[src/core/tla_pkg.sv]
// Shared constants and types of the limit alarm back end.
// Assumes one clock and a byte-wide register port to the serial host logic.
package tla_pkg;
  localparam int NUM_CH = 9;
  localparam logic [7:0] ADDR_STAT1 = 8'h00;
  localparam logic [7:0] ADDR_STAT2 = 8'h01;
  localparam logic [7:0] ADDR_LSB_A = 8'h03;
  localparam logic [7:0] ADDR_LSB_B = 8'h04;
  localparam logic [7:0] ADDR_LSB_C = 8'h05;
  localparam logic [7:0] ADDR_MSB_VDD = 8'h06;
  localparam logic [7:0] ADDR_MSB_INT = 8'h07;
  localparam logic [7:0] ADDR_MSB_EXT = 8'h08;
  localparam logic [7:0] ADDR_MSB_AIN3 = 8'h0a;
  localparam logic [7:0] ADDR_MSB_LAST = 8'h0f;
  localparam logic [7:0] ADDR_CFG1 = 8'h18;
  localparam logic [7:0] ADDR_CFG2 = 8'h19;
  localparam logic [7:0] ADDR_MASK1 = 8'h1d;
  localparam logic [7:0] ADDR_MASK2 = 8'h1e;
  localparam logic [7:0] ADDR_LIM_BASE = 8'h30;
  localparam logic [7:0] ADDR_LIM_LAST = 8'h41;
  localparam int CFG1_POL_BIT = 3;
  localparam int CFG2_AVG_OFF_BIT = 5;
  localparam logic [7:0] CFG_RESET = 8'h00;
  localparam logic [7:0] MASK_RESET = 8'h00;
  localparam logic [7:0] HIGH_LIM_RESET = 8'h7f;
  localparam logic [7:0] LOW_LIM_RESET = 8'h80;
  localparam logic [9:0] RES_RESET = 10'h000;
  localparam int AVG_COUNT = 16;
  localparam int AVG_SHIFT = 4;
  // Channel numbers of the result store.
  localparam logic [3:0] CH_VDD = 4'h0;
  localparam logic [3:0] CH_INT = 4'h1;
  localparam logic [3:0] CH_EXT = 4'h2;

  typedef struct packed {
    logic [3:0] chan;
    logic [9:0] code;
  } tla_conv_type;

  typedef struct packed {
    logic [7:0] addr;
    logic wr;
    logic rd;
    logic [7:0] wdata;
  } tla_reg_req_type;

  typedef enum logic {
    PH_BASE,
    PH_MULT
  } tla_phase_type;
endpackage : tla_pkg

[src/core/tla_remote_avg.sv]
// Remote diode bias switching and sixteen-fold averaging.
// Assumes one front-end sample per bias phase, taken on core_clk.
`timescale 1ns/1ps
module tla_remote_avg (
  input wire logic core_clk,
  input wire logic rstn,
  input wire logic samp_valid,
  input wire logic [9:0] samp_code,
  input wire logic avg_on,
  output logic bias_mult,
  output logic res_valid,
  output logic [9:0] res_code
);
  tla_pkg::tla_phase_type phase_q;
  logic [9:0] base_q;
  logic [13:0] acc_q;
  logic [4:0] cnt_q;
  logic [9:0] diff;
  logic [13:0] acc_sum;
  logic last;

  assign diff = samp_code - base_q;
  assign acc_sum = acc_q + {{4{diff[9]}}, diff};
  assign last = avg_on ? (cnt_q == 5'(tla_pkg::AVG_COUNT - 1)) : 1'b1;
  assign bias_mult = (phase_q == tla_pkg::PH_MULT);

  always_ff @(posedge core_clk) begin
    if (!rstn) begin
      phase_q <= tla_pkg::PH_BASE;
      base_q <= tla_pkg::RES_RESET;
      acc_q <= '0;
      cnt_q <= '0;
      res_valid <= 1'b0;
      res_code <= tla_pkg::RES_RESET;
    end else begin
      res_valid <= 1'b0;
      if (samp_valid) begin
        case (phase_q)
          tla_pkg::PH_BASE: begin
            base_q <= samp_code;
            phase_q <= tla_pkg::PH_MULT;
          end
          tla_pkg::PH_MULT: begin
            phase_q <= tla_pkg::PH_BASE;
            if (last) begin
              res_valid <= 1'b1;
              res_code <= avg_on ? acc_sum[13:tla_pkg::AVG_SHIFT] : diff;
              acc_q <= '0;
              cnt_q <= '0;
            end else begin
              acc_q <= acc_sum;
              cnt_q <= cnt_q + 5'd1;
            end
          end
          default: phase_q <= tla_pkg::PH_BASE;
        endcase
      end
    end
  end
endmodule : tla_remote_avg

[src/core/tla_core.sv]
// Result store, limit comparison, status flags and alarm output.
// Assumes the host port logic gives one-cycle read and write strobes on core_clk.
`timescale 1ns/1ps
module tla_core (
  input wire logic core_clk,
  input wire logic rstn,
  input wire logic conv_valid,
  input wire tla_pkg::tla_conv_type conv,
  input wire logic remote_valid,
  input wire logic [9:0] remote_code,
  input wire tla_pkg::tla_reg_req_type req,
  output logic [7:0] reg_rdata,
  output logic bias_mult,
  output logic alarm
);
  localparam int N = tla_pkg::NUM_CH;

  logic [9:0] res_q [N];
  logic [7:0] hi_lim_q [N];
  logic [7:0] lo_lim_q [N];
  logic [N-1:0] flag_q;
  logic [N-1:0] lock_q;
  logic [7:0] cfg1_q;
  logic [7:0] cfg2_q;
  logic [7:0] mask1_q;
  logic [7:0] mask2_q;

  logic rem_valid;
  logic [9:0] rem_code;
  logic avg_on;
  logic [N-1:0] upd;
  logic [9:0] new_code [N];
  logic [N-1:0] viol;
  logic [N-1:0] mask;
  logic [N-1:0] clr;
  logic [N-1:0] lsb_lock;
  logic [7:0] stat1;
  logic [7:0] stat2;
  logic rd_msb;
  logic [7:0] rd_mux;
  logic [7:0] lim_off;

  // Status register that reports a channel: internal, remote and analog 3..4 first, the rest second.
  function automatic logic [7:0] stat_addr(input int chan);
    case (chan)
      tla_pkg::CH_INT, tla_pkg::CH_EXT, 3, 4: stat_addr = tla_pkg::ADDR_STAT1;
      default: stat_addr = tla_pkg::ADDR_STAT2;
    endcase
  endfunction : stat_addr

  // Channel held by an eight-bit result register, or none.
  function automatic logic [3:0] msb_chan(input logic [7:0] addr);
    msb_chan = 4'hf;
    if (addr == tla_pkg::ADDR_MSB_VDD) msb_chan = tla_pkg::CH_VDD;
    if (addr == tla_pkg::ADDR_MSB_INT) msb_chan = tla_pkg::CH_INT;
    if (addr == tla_pkg::ADDR_MSB_EXT) msb_chan = tla_pkg::CH_EXT;
    if (addr >= tla_pkg::ADDR_MSB_AIN3 && addr <= tla_pkg::ADDR_MSB_LAST) begin
      msb_chan = 4'(addr - tla_pkg::ADDR_MSB_AIN3 + 8'h03);
    end
  endfunction : msb_chan

  assign avg_on = ~cfg2_q[tla_pkg::CFG2_AVG_OFF_BIT];

  tla_remote_avg u_remote (
    .core_clk(core_clk),
    .rstn(rstn),
    .samp_valid(remote_valid),
    .samp_code(remote_code),
    .avg_on(avg_on),
    .bias_mult(bias_mult),
    .res_valid(rem_valid),
    .res_code(rem_code)
  );

  generate
    for (genvar c = 0; c < N; c++) begin : g_ch
      logic signed [8:0] r9;
      logic signed [8:0] h9;
      logic signed [8:0] l9;
      logic is_temp;
      assign is_temp = (c == tla_pkg::CH_INT) || (c == tla_pkg::CH_EXT);
      assign upd[c] = (c == tla_pkg::CH_EXT) ? rem_valid : (conv_valid && conv.chan == 4'(c));
      assign new_code[c] = (c == tla_pkg::CH_EXT) ? rem_code : conv.code;
      assign r9 = {is_temp & res_q[c][9], res_q[c][9:2]};
      assign h9 = {is_temp & hi_lim_q[c][7], hi_lim_q[c]};
      assign l9 = {is_temp & lo_lim_q[c][7], lo_lim_q[c]};
      assign viol[c] = (r9 > h9) || (r9 <= l9);
      assign clr[c] = req.rd && (req.addr == stat_addr(c));
    end
  endgenerate

  assign mask = {mask2_q[3:0], mask1_q[7:6], mask1_q[1:0], mask2_q[4]};
  assign stat1 = {flag_q[4:3], 4'h0, flag_q[tla_pkg::CH_EXT], flag_q[tla_pkg::CH_INT]};
  assign stat2 = {3'h0, flag_q[tla_pkg::CH_VDD], flag_q[8:5]};

  assign rd_msb = req.rd && (msb_chan(req.addr) != 4'hf);
  assign lsb_lock = (req.addr == tla_pkg::ADDR_LSB_A) ? 9'h003 :
                    (req.addr == tla_pkg::ADDR_LSB_B) ? 9'h01c :
                    (req.addr == tla_pkg::ADDR_LSB_C) ? 9'h1e0 : 9'h000;
  assign lim_off = req.addr - tla_pkg::ADDR_LIM_BASE;

  always_comb begin
    rd_mux = 8'h00;
    if (req.addr == tla_pkg::ADDR_STAT1) rd_mux = stat1;
    else if (req.addr == tla_pkg::ADDR_STAT2) rd_mux = stat2;
    else if (req.addr == tla_pkg::ADDR_LSB_A) rd_mux = {4'h0, res_q[1][1:0], res_q[0][1:0]};
    else if (req.addr == tla_pkg::ADDR_LSB_B) rd_mux = {res_q[4][1:0], res_q[3][1:0], 2'b00, res_q[2][1:0]};
    else if (req.addr == tla_pkg::ADDR_LSB_C) rd_mux = {res_q[8][1:0], res_q[7][1:0], res_q[6][1:0], res_q[5][1:0]};
    else if (msb_chan(req.addr) != 4'hf) rd_mux = res_q[msb_chan(req.addr)][9:2];
    else if (req.addr == tla_pkg::ADDR_CFG1) rd_mux = cfg1_q;
    else if (req.addr == tla_pkg::ADDR_CFG2) rd_mux = cfg2_q;
    else if (req.addr == tla_pkg::ADDR_MASK1) rd_mux = mask1_q;
    else if (req.addr == tla_pkg::ADDR_MASK2) rd_mux = mask2_q;
    else if (req.addr >= tla_pkg::ADDR_LIM_BASE && req.addr <= tla_pkg::ADDR_LIM_LAST) begin
      rd_mux = lim_off[0] ? lo_lim_q[lim_off[4:1]] : hi_lim_q[lim_off[4:1]];
    end
  end

  always_ff @(posedge core_clk) begin
    if (!rstn) begin
      reg_rdata <= 8'h00;
    end else if (req.rd) begin
      reg_rdata <= rd_mux;
    end
  end

  // Freeze high bytes after a low read.
  always_ff @(posedge core_clk) begin
    if (!rstn) begin
      lock_q <= '0;
    end else if (rd_msb) begin
      lock_q <= '0;
    end else if (req.rd) begin
      lock_q <= lock_q | lsb_lock;
    end
  end

  always_ff @(posedge core_clk) begin
    if (!rstn) begin
      for (int c = 0; c < N; c++) begin
        res_q[c] <= tla_pkg::RES_RESET;
      end
    end else begin
      for (int c = 0; c < N; c++) begin
        if (upd[c] && !lock_q[c]) begin
          res_q[c] <= new_code[c];
        end
      end
    end
  end

  // Flags set win over read clear.
  always_ff @(posedge core_clk) begin
    if (!rstn) begin
      flag_q <= '0;
    end else begin
      for (int c = 0; c < N; c++) begin
        if (viol[c] && !mask[c]) begin
          flag_q[c] <= 1'b1;
        end else if (clr[c]) begin
          flag_q[c] <= 1'b0;
        end
      end
    end
  end

  always_ff @(posedge core_clk) begin
    if (!rstn) begin
      cfg1_q <= tla_pkg::CFG_RESET;
      cfg2_q <= tla_pkg::CFG_RESET;
      mask1_q <= tla_pkg::MASK_RESET;
      mask2_q <= tla_pkg::MASK_RESET;
      for (int c = 0; c < N; c++) begin
        hi_lim_q[c] <= tla_pkg::HIGH_LIM_RESET;
        lo_lim_q[c] <= tla_pkg::LOW_LIM_RESET;
      end
    end else if (req.wr) begin
      if (req.addr == tla_pkg::ADDR_CFG1) cfg1_q <= req.wdata;
      if (req.addr == tla_pkg::ADDR_CFG2) cfg2_q <= req.wdata;
      if (req.addr == tla_pkg::ADDR_MASK1) mask1_q <= req.wdata;
      if (req.addr == tla_pkg::ADDR_MASK2) mask2_q <= req.wdata;
      if (req.addr >= tla_pkg::ADDR_LIM_BASE && req.addr <= tla_pkg::ADDR_LIM_LAST) begin
        if (lim_off[0]) lo_lim_q[lim_off[4:1]] <= req.wdata;
        else hi_lim_q[lim_off[4:1]] <= req.wdata;
      end
    end
  end

  // Polarity-selectable alarm; a register keeps the pin glitch free.
  always_ff @(posedge core_clk) begin
    if (!rstn) begin
      alarm <= 1'b0;
    end else begin
      alarm <= (|flag_q) ~^ cfg1_q[tla_pkg::CFG1_POL_BIT];
    end
  end
endmodule : tla_core

[config.mk]
export PLATFORM = sky130hd
export DESIGN_NAME = tla_core
export DESIGN_NICKNAME = d
export VERILOG_FILES = /design/src/core/tla_pkg.sv /design/src/core/tla_remote_avg.sv /design/src/core/tla_core.sv
export SDC_FILE = /design/constraint.sdc
export NUM_CORES = 1
export LEC_CHECK = 0
export ABC_AREA = 0
export BUFFER_PORTS_ARGS = -buffer_cell sky130_fd_sc_hd__buf_2
export CAP_MARGIN = 20
export CORE_UTILIZATION = 55
export CTS_CLUSTER_DIAMETER = 120
export CTS_CLUSTER_SIZE = 20
export DETAILED_ROUTE_END_ITERATION = 10
export PLACE_DENSITY = 0.74
export SLEW_MARGIN = 10
export SYNTH_ARGS = -nofsm -noshare
export SYNTH_HDL_FRONTEND = slang
export SYNTH_SLANG_ARGS = --single-unit
[constraint.sdc]
create_clock -name core_clk -period 4.6 [get_ports core_clk]
set_input_delay 0.23 -clock core_clk [delete_from_list [all_inputs] [get_ports core_clk]]
set_output_delay 0.23 -clock core_clk [all_outputs]
set_load 0.01 [all_outputs]
# After elaboration in Yosys (flattened, before gate mapping)
# Memories as Yosys holds them, arrays and structs flattened.
# Index checks and enable logic that the tools add are counted.
classes:
  addsub: 6
  order_cmp: 22
  n_eq_ne: 21
  muxes: 100
  bitwise: 13
  n_reduce_logical: 81
ops:
  columns: ["op", "n"]
  rows:
  - ["two-way mux 8 bit", 14]
  - ["two-way mux 10 bit", 10]
  - ["greater-than comparator 8 bit", 9]
  - ["less-or-equal comparator 8 bit", 9]
  - ["two-way mux 4 bit", 17]
  - ["two-way mux 1 bit", 53]
  - ["equality test 8 x 3 -> 1 bit (second input constant)", 4]
  - ["equality test 8 x 5 -> 1 bit (second input constant)", 4]
  - ["logical AND 1 bit", 31]
  - ["two-way mux 9 bit", 3]
  - ["logical NOT 1 bit", 18]
  - ["nonzero test 2 bit", 9]
  - ["equality test 4 x 3 -> 1 bit (second input constant)", 4]
  - ["OR reduction 8 bit", 2]
  - ["adder 14 bit", 1]
  - ["two-way mux 14 bit", 1]
  - ["AND reduction 2 bit", 6]
  - ["subtractor 10 bit", 1]
  - ["logical OR 1 bit", 9]
  - ["bitwise OR 1 bit", 9]
  - ["bitwise OR 9 bit", 1]
  - ["OR reduction 9 bit", 1]
  - ["equality test 8 x 1 -> 1 bit (second input constant)", 1]
  - ["equality test 8 x 2 -> 1 bit (second input constant)", 1]
  - ["22 further kinds", 25]
totals:
  regBits: 100
  mem_bits_rw: 234
  input_bits: 46
  out_inout_bits: 10
  mem_count: 3
memory_table:
  columns: ["memory", "words", "word_bits", "read_ports", "rd_ports_with_merged_regs", "wr", "line_no", "source"]
  rows:
  - ["res_q", 9, 10, 10, 0, 9, "tla_core.sv:18", "logic [9:0] res_q [N];"]
  - ["hi_lim_q", 9, 8, 10, 0, 9, "tla_core.sv:19", "logic [7:0] hi_lim_q [N];"]
  - ["lo_lim_q", 9, 8, 10, 0, 9, "tla_core.sv:20", "logic [7:0] lo_lim_q [N];"]

# Logic depth before layout (Yosys ltp)
# Gate-level depths: netlist of run 1.
# An unclocked memory read counts as a cell.
depth:
  depth_word: 24
  mapped_depth: 19
  depth_no_buf: 19

# Modules after synthesis
# Synthesis of run 1 repeated with hierarchy kept, for this count alone.
unflattened:
  hier_cells: 2094
  hier_area_um2: 24252.0
modules_own_cells:
  columns: ["mod", "n_inst", "cells_each", "area_each_um2", "seq_area_each_um2"]
  rows:
  - ["tla_core", 1, 1775, 21654.5, 11571.1]
  - ["tla_remote_avg", 1, 319, 2597.5, 820.8]

# Worst setup path after synthesis of run 1
# OpenSTA, ideal clock, no wires.
synth_timing:
  kind: "register -> register"
  start: "reg u_remote.base_q[0]"
  end: "reg u_remote.acc_q[13]"
  setup_ps: 117
  arrival_time_ps: 3435
  required_ps: 4483
  setup_slack_ps: 1048
  path_stages_with_launch: 17
  n_path_buf: 0
  synth_period_minus_slack_ps: 3552
  path_cell_list: "dfxtp_1 ha_1 inv_1 fa_1 a21o_1 a21oi_1 o211ai_1 a21o_1 a21oi_1 xnor2_1 ha_1 and3_1 a311oi_1 o21ai_0 xor2_1 xnor2_1 a22o_1"
synth_between:
  elab_chain_cells: 3
synth_rtl:
  columns: ["item", "line_no", "source"]
  rows:
  - ["from (decl)", "tla_remote_avg.sv:15", "logic [9:0] base_q;"]
  - ["from (signal assigned)", "tla_remote_avg.sv:30", "base_q <= tla_pkg::RES_RESET;"]
  - ["from (signal assigned)", "tla_remote_avg.sv:40", "base_q <= samp_code;"]
  - ["subtractor 10 bit", "tla_remote_avg.sv:22", "assign diff = samp_code - base_q;"]
  - ["adder 14 bit", "tla_remote_avg.sv:23", "assign acc_sum = acc_q + {{4{diff[9]}}, diff};"]
  - ["two-way mux 14 bit", "tla_remote_avg.sv:45", "if (last) begin"]
  - ["to (signal assigned)", "tla_remote_avg.sv:51", "acc_q <= acc_sum;"]
  - ["to (decl)", "tla_remote_avg.sv:16", "logic [13:0] acc_q;"]
# Every way passes these cells.
# A chain may end at the register's enable or synchronous reset.

# Final worst setup path of run 1
layout_timing:
  start: "in remote_code[0]"
  end: "reg u_remote.res_code[9]"
layout_between:
  elab_chain_cells: 3
layout_rtl:
  columns: ["item", "line_no", "source"]
  rows:
  - ["from (decl)", "tla_core.sv:10", "input wire logic [9:0] remote_code,"]
  - ["subtractor 10 bit (*)", "tla_remote_avg.sv:22", null]
  - ["adder 14 bit", "tla_remote_avg.sv:23", null]
  - ["two-way mux 10 bit (*)", "tla_remote_avg.sv:47", "res_code <= avg_on ? acc_sum[13:tla_pkg::AVG_SHIFT] : diff;"]
  - ["to (signal assigned)", "tla_remote_avg.sv:34", "res_code <= tla_pkg::RES_RESET;"]
  - ["to (signal assigned)", "tla_remote_avg.sv:47", null]
  - ["to (decl)", "tla_remote_avg.sv:12", "output logic [9:0] res_code"]
# Every way passes the cells marked *; elsewhere a longest branch is shown, timed or not.

==> impl_results.md, run 1 <==
* GRT Residual Overflow at 0
* Tot GR Track Use at 0.3224
* # clock sinks at 446
* Final WL at 69780 um
* Ys async rst share at 0
* Internal at 6.102 mW
* NetSw at 2.179 mW
* Root buffer cell: clkbuf_16
* First-pass GRT wire length at 102900 um
* WL per Instance at 25.99 um
* Tcrit/Tclk final at 0.8734
* Synthesized cell area at 0.02371 mm^2
* Switch share at 0.2631
* Area Growth Syn to Fin at 8.835%
* DIE WIDTH at 209.6 um
* Worst Slack Setup Final at 0.5823 ns
* Synth Flop Type: edfxtp_1
* Total die area at 0.04394 mm^2
* CTS Hold Bufs at 12
* Die Y at 209.6 um
* Crit path to: u_remote.res_code[9]
* Setup_tns at 0 ns
* Crit path max fanout at 6
* Synth top area cells: edfxtp_1 44%, ha_1 9.2%, dfxtp_1 8.4%
* Largest net degree at the start of global routing at 49
* Clock network fraction of design power at 0.293
* LEAKAGE at 10.60 nW
* Crit. Startpoint: remote_code[0]
* Residual DRC at 0
* Ratio of cells with drive above 1 in the final layout at 0.1030
* Post-synth top area share at 0.4383
* H-tree depth at 1
* Arr. time, crit path at 4.51 ns
* Pre-Repair DR Iteration Count at 5
* Clock latency at the later pin of the worst-skew pair at 0.58 ns
* Initial Util at 0.5614
* CP Launch Type: input pin
* Pwr Density at 321.0 mW/mm^2
* Final core utilization at 0.6110
* Inst Count DP at 2624
* FF-to-FF Start: u_remote.base_q[0]
* Post-CTS sizing at 0
* Final nets at 2348
* Mapped Avg Cell Area at 11.88 um^2
* CTS Buf Count at 26
* Core ar. at 0.04223 mm^2
* Final GP Congestion at 1.026
* Clock skew at 0.03582 ns
* Slew Viols, Final at 0
* DRT iter0 DRCs at 1780
* EDFF count, synth at 346
* Post-synth top area cell: edfxtp_1
* Logic pwr share at 0.140
* Post-synthesis instance total at 1996
* Dpl hpwl at 52830 um
* # Max-Cap Violations at 0
* Tot Pwr at 8.282 mW
* Reg-to-reg critical path endpoint: u_remote.res_code[9]
* Post-synth top cells: 346 x edfxtp_1, 174 x ha_1, 162 x inv_1
* WP data required at 5.09 ns
* Number of global-route vias before repair at 15.98k
* Max Clk Rate at 248.9 MHz
* Dpl ws at 0.5828 ns
* Yosys cell types at 79
* Via density at 6.256
* Placed inst area at 0.02491 mm^2
* Type of the worst setup path: in -> reg
* Min-delay worst type: in -> reg
* Reg2Reg Setup Slack at 0.62 ns
* Status: complete, no violations
* Routed vias at 16.80k
* Top-count cell post-synth: edfxtp_1
* Setup crit end kind: flop
* Layout fillers at 3427
* Site Rows at 75
* Yosys reg bits at 446
* Slew headroom at 0.2874
* PortBufs at 55
* Final non-filler cell total at 2685
* Final setup violation count at 0
* Hold WS at 0.08362 ns
* Clock-pin slew on the worst setup and hold paths at 0.08 ns
* # Post-CTS Setup Buffers at 0
* Finished Cell Area at 0.02580 mm^2
* Final hold vios at 0
* Worst-margin pin slew at 1.069 ns
* RSZ-0062 raised after global routing: false
* Flop pwr share at 0.568
* Crit path time final at 4.018 ns
* Worst VDD drop at 0.0002708 V
* CTS tree: built
* Max Buffers Root-to-Sink at 3
* ANT nets after route at 0
* Sequential fraction of the synthesis area at 0.5227
* Synth Warn # at 0
* Ports at 56
* Reg2reg path depth at 17
* Initial antenna violation count at 4
-- how the worst min path moves through the flow --
stage	end	start	slack (ns)	cells after the start
after floorplan	hi_lim_q[10][0]	req[0]	0.33	0
after global placement	u_remote.res_code[0]	u_remote.res_code[0]	0.43	2
after detailed placement	u_remote.res_code[0]	u_remote.res_code[0]	0.44	2
after CTS	cfg1_q[7]	req[9]	0.06	3
after global routing	cfg1_q[7]	req[9]	0.09	3
final	cfg1_q[7]	req[9]	0.08	3
-- power groups by stage --
stage               clock, mW  sequential, mW  combinational [mW]
floorplan                   0            4.70               0.757
global placement            0            4.78                1.09
detailed placement          0            4.79                1.12
finish                   2.42            4.70                1.16
global route             2.56            4.72                1.25
CTS                      2.45            4.70                1.13
-- critical path: stages --
cell and delay, ns:
dlygate4sd3_1 0.53, buf_2 0.13, inv_1 0.05, ha_1 0.16
inv_1 0.06, fa_1 0.44, a21o_1 0.18, a21oi_1 0.22
o211ai_1 0.16, a21o_1 0.20, a21oi_1 0.16, xnor2_1 0.20
ha_1 0.35, and3_1 0.20, a311oi_1 0.44, o21ai_0 0.20
xor2_1 0.24, nand2b_1 0.10, xnor2_1 0.13, o21ai_0 0.14
-- layout make-up --
cell class | count | area, um^2 | share of cell area
Sequential cell | 446 | 12390 | 0.4803
Multi-Input combinational cell | 1384 | 10680 | 0.4137
Clock buffer | 46 | 747.0 | 0.02895
Tap cell | 539 | 674.4 | 0.02614
Timing Repair Buffer | 101 | 668.1 | 0.02589
Inverter | 167 | 626.9 | 0.02429
Clock inverter | 1 | 16.27 | 0.0006304
Antenna cell | 1 | 2.502 | 0.00009698
-- cell usage in the layout (no fill, tap or decap), types with 69 or more instances in the layout --
cell	Yosys	routed
nand2_1	130	130
inv_1	162	162
o21ai_0	87	87
dfxtp_1	100	100
ha_1	174	174
edfxtp_1	346	346
a21oi_1	104	104
and2_1	94	94
nor2_1	69	69
conb_1	1	96
mux4_2	75	75
-- layer usage --
| layer | track usage | vias up | routed length [um] | share of wire |
|---|---|---|---|---|
| li1 | - | 7539 | - | - |
| met1 | 0.4276 | 8259 | 27300 | 0.39 |
| met2 | 0.5146 | 840 | 32070 | 0.46 |
| met3 | 0.05940 | 157 | 6549 | 0.094 |
| met4 | 0.1535 | 2 | 3851 | 0.055 |
| met5 | 0 | - | 12 | 0.00017 |
-- sequential cells by signal, indices dropped and copies added (netlist names), 9 cells and up --
| register | flops |
|---|---|
| lo_lim_q | 128 |
| flag_q | 9 |
| lock_q | 9 |
| hi_lim_q | 128 |
| res_q | 90 |
| u_remote.acc_q | 14 |
| u_remote.base_q | 10 |
| u_remote.res_code | 10 |
-- cells by family after synthesis --
family / after synthesis / synth area share
compound gates: 371 / 0.1014
xor+xnor: 23 / 0.008497
fa+ha+maj: 176 / 0.09352
buf+inv: 261 / 0.04407
flops: 446 / 0.5227
mux: 138 / 0.09790
other cells: 1 / 0.0001582
simple gates: 580 / 0.1318
Note: power is estimated with default switching activity, not from simulation.
==> run 2: changes to the inputs <==
--- a/config.mk
+++ b/config.mk
@@ -12,6 +12,7 @@
 export CTS_CLUSTER_DIAMETER = 120
 export CTS_CLUSTER_SIZE = 20
 export DETAILED_ROUTE_END_ITERATION = 10
+export GPL_TIMING_DRIVEN = 0
 export PLACE_DENSITY = 0.74
 export SLEW_MARGIN = 10
 export SYNTH_ARGS = -nofsm -noshare
==> impl_results.md, run 2 (synthesized netlist as in run 1, its figures left out) <==
* Worst VDD drop at 0.0002867 V
* NetSw at 2.251 mW
* Max Buffers Root-to-Sink at 3
* Tot Pwr at 8.359 mW
* LEAKAGE at 10.67 nW
* CP Launch Type: input pin
* Final WL at 75080 um
* Clock skew at 0.02875 ns
* Internal at 6.108 mW
* Ports at 56
* Final non-filler cell total at 2756
* Arr. time, crit path at 4.61 ns
* Die Y at 209.6 um
* Ratio of cells with drive above 1 in the final layout at 0.1011
* Largest net degree at the start of global routing at 22
* H-tree depth at 1
* Worst-margin pin slew at 1.067 ns
* Switch share at 0.2693
* Crit path max-delay cell type: dlygate4sd3_1
* PortBufs at 52
* Most common cell after layout, fill and taps aside: edfxtp_1
* Tcrit/Tclk final at 0.9009
* Hold path depth at 1
* Clock latency at the later pin of the worst-skew pair at 0.60 ns
* CTS tree: built
* Core ar. at 0.04223 mm^2
* DRT iter0 DRCs at 2165
* Dpl ws at 0.2730 ns
* Register area at 0.01239 mm^2
* Final core utilization at 0.6159
* Hold WS at 0.07637 ns
* Placed inst area at 0.02510 mm^2
* Finished Cell Area at 0.02601 mm^2
* WP data required at 5.07 ns
* Slew headroom at 0.2884
* Worst hold path endpoint: hi_lim_q[13][4]
* Worst Slack Setup Final at 0.4560 ns
* Min-delay worst type: in -> reg
* Total die area at 0.04394 mm^2
* CTS Hold Bufs at 12
* Setup crit end kind: flop
* Initial Util at 0.5614
* Residual DRC at 0
* Most frequent cells in the layout: 346 x edfxtp_1, 174 x ha_1, 162 x inv_1
* Final GP Congestion at 1.031
* Max Clk Rate at 241.3 MHz
* Root buffer cell: clkbuf_16
* Crit path time final at 4.144 ns
* Reg2reg path depth at 17
* ANT nets after route at 0
* Number of global-route vias before repair at 16.84k
* Slew Viols, Final at 0
* Pre-Repair DR Iteration Count at 6
* Site Rows at 75
* Flop pwr share at 0.562
* Clock network fraction of design power at 0.295
* WL per Instance at 27.24 um
* Reg-to-reg critical path endpoint: u_remote.res_code[9]
* Critical path cell sequence: dlygate4sd3_1 -> buf_2 -> inv_1 -> ha_1 -> inv_1 -> fa_1 -> a21o_1 -> a21oi_1 -> o211ai_1 -> a21o_1 -> a21oi_1 -> xnor2_1 -> ha_1 -> and3_1 -> a311oi_1 -> o21ai_0 -> xor2_1 -> nand2b_1 -> xnor2_1 -> o21ai_0
* Area Growth Syn to Fin at 9.706%
* Multi-input combinational cell area at 0.01067 mm^2
* Final setup violation count at 0
* Hold_sp: req[4]
* Pwr Density at 321.4 mW/mm^2
* RSZ-0062 raised after global routing: false
* Routed vias at 17.37k
* Crit path max fanout at 6
* Largest regs: hi_lim_q (128), lo_lim_q (128), res_q (90)
* CP peak stage delay at 0.53 ns
* # Max-Cap Violations at 0
* Status: complete, no violations
* Inst Count DP at 2691
* Logic pwr share at 0.143
* DIE WIDTH at 209.6 um
* Dpl hpwl at 58770 um
* Via density at 6.303
* Tot GR Track Use at 0.3448
* Reg2Reg Setup Slack at 0.46 ns
* Clock-pin slew on the worst setup and hold paths at 0.08 ns
* Final nets at 2418
* Type of the worst setup path: in -> reg
* Layout fillers at 3438
* # clock sinks at 446
* First-pass GRT wire length at 108500 um
* Setup_tns at 0 ns
* Post-CTS sizing at 0
* Final hold vios at 0
* # Post-CTS Setup Buffers at 0
* FF-to-FF Start: u_remote.base_q[0]
* Initial antenna violation count at 0
* GRT Residual Overflow at 0
* CTS Buf Count at 26
## run 2: changes by cell type in the layout (fill, tap and decap cells not counted), moves of 3 or more
cell | before | now
buf_4 | 35 | 12
buf_2 | 53 | 78
o21ai_1 | 9 | 12
clkbuf_1 | 19 | 85
## run 2: cell type report
class	count	share of cell area
buffer	94	0.01607
antenna	1	0.00009621
clock buffer	47	0.02886
clock inverter	1	0.0006254
inverter	167	0.02410
timing repair buffer	77	0.01761
tap	539	0.02593
sequential	446	0.4765
multi-input combinational	1384	0.4103
## run 2: routing by layer
metal  track usage  part of all wire  wire length [um]
met5             0                 0                 0
met4        0.2182             0.074              5591
met3       0.06389              0.10              7747
met2        0.5438              0.45             33950
met1        0.4412              0.37             27800
## run 2: critical path: cells and delay by family
kind | cells | cell delay, ns
compound gates | 8 | 1.68
xor+xnor | 3 | 0.64
fa+ha+maj | 3 | 0.97
buf+inv | 4 | 0.77
simple gates | 2 | 0.30
## run 2: how the worst max path moves through the flow
stage / start / endpoint / slack, ns / depth (start not counted)
after floorplan: u_remote.base_q[0] / u_remote.acc_q[13] / 1.05 / 16
after global placement: req[11] / hi_lim_q[6][1] / 0.27 / 11
after detailed placement: req[11] / hi_lim_q[5][1] / 0.27 / 11
after CTS: u_remote.base_q[0] / u_remote.res_code[9] / 0.46 / 17
after global routing: u_remote.base_q[0] / u_remote.res_code[9] / 0.11 / 17
final: remote_code[0] / u_remote.res_code[9] / 0.46 / 20
## run 2: power groups by stage
| stage | sequential (mW) | combinational, mW | clock, mW |
|---|---|---|---|
| 2_1_floorplan | 4.70 | 0.757 | 0 |
| 3_3_place_gp | 4.78 | 1.11 | 0 |
| 3_5_place_dp | 4.78 | 1.15 | 0 |
| 4_1_cts | 4.69 | 1.17 | 2.48 |
| 5_1_grt | 4.71 | 1.29 | 2.62 |
| 6_report | 4.70 | 1.20 | 2.46 |
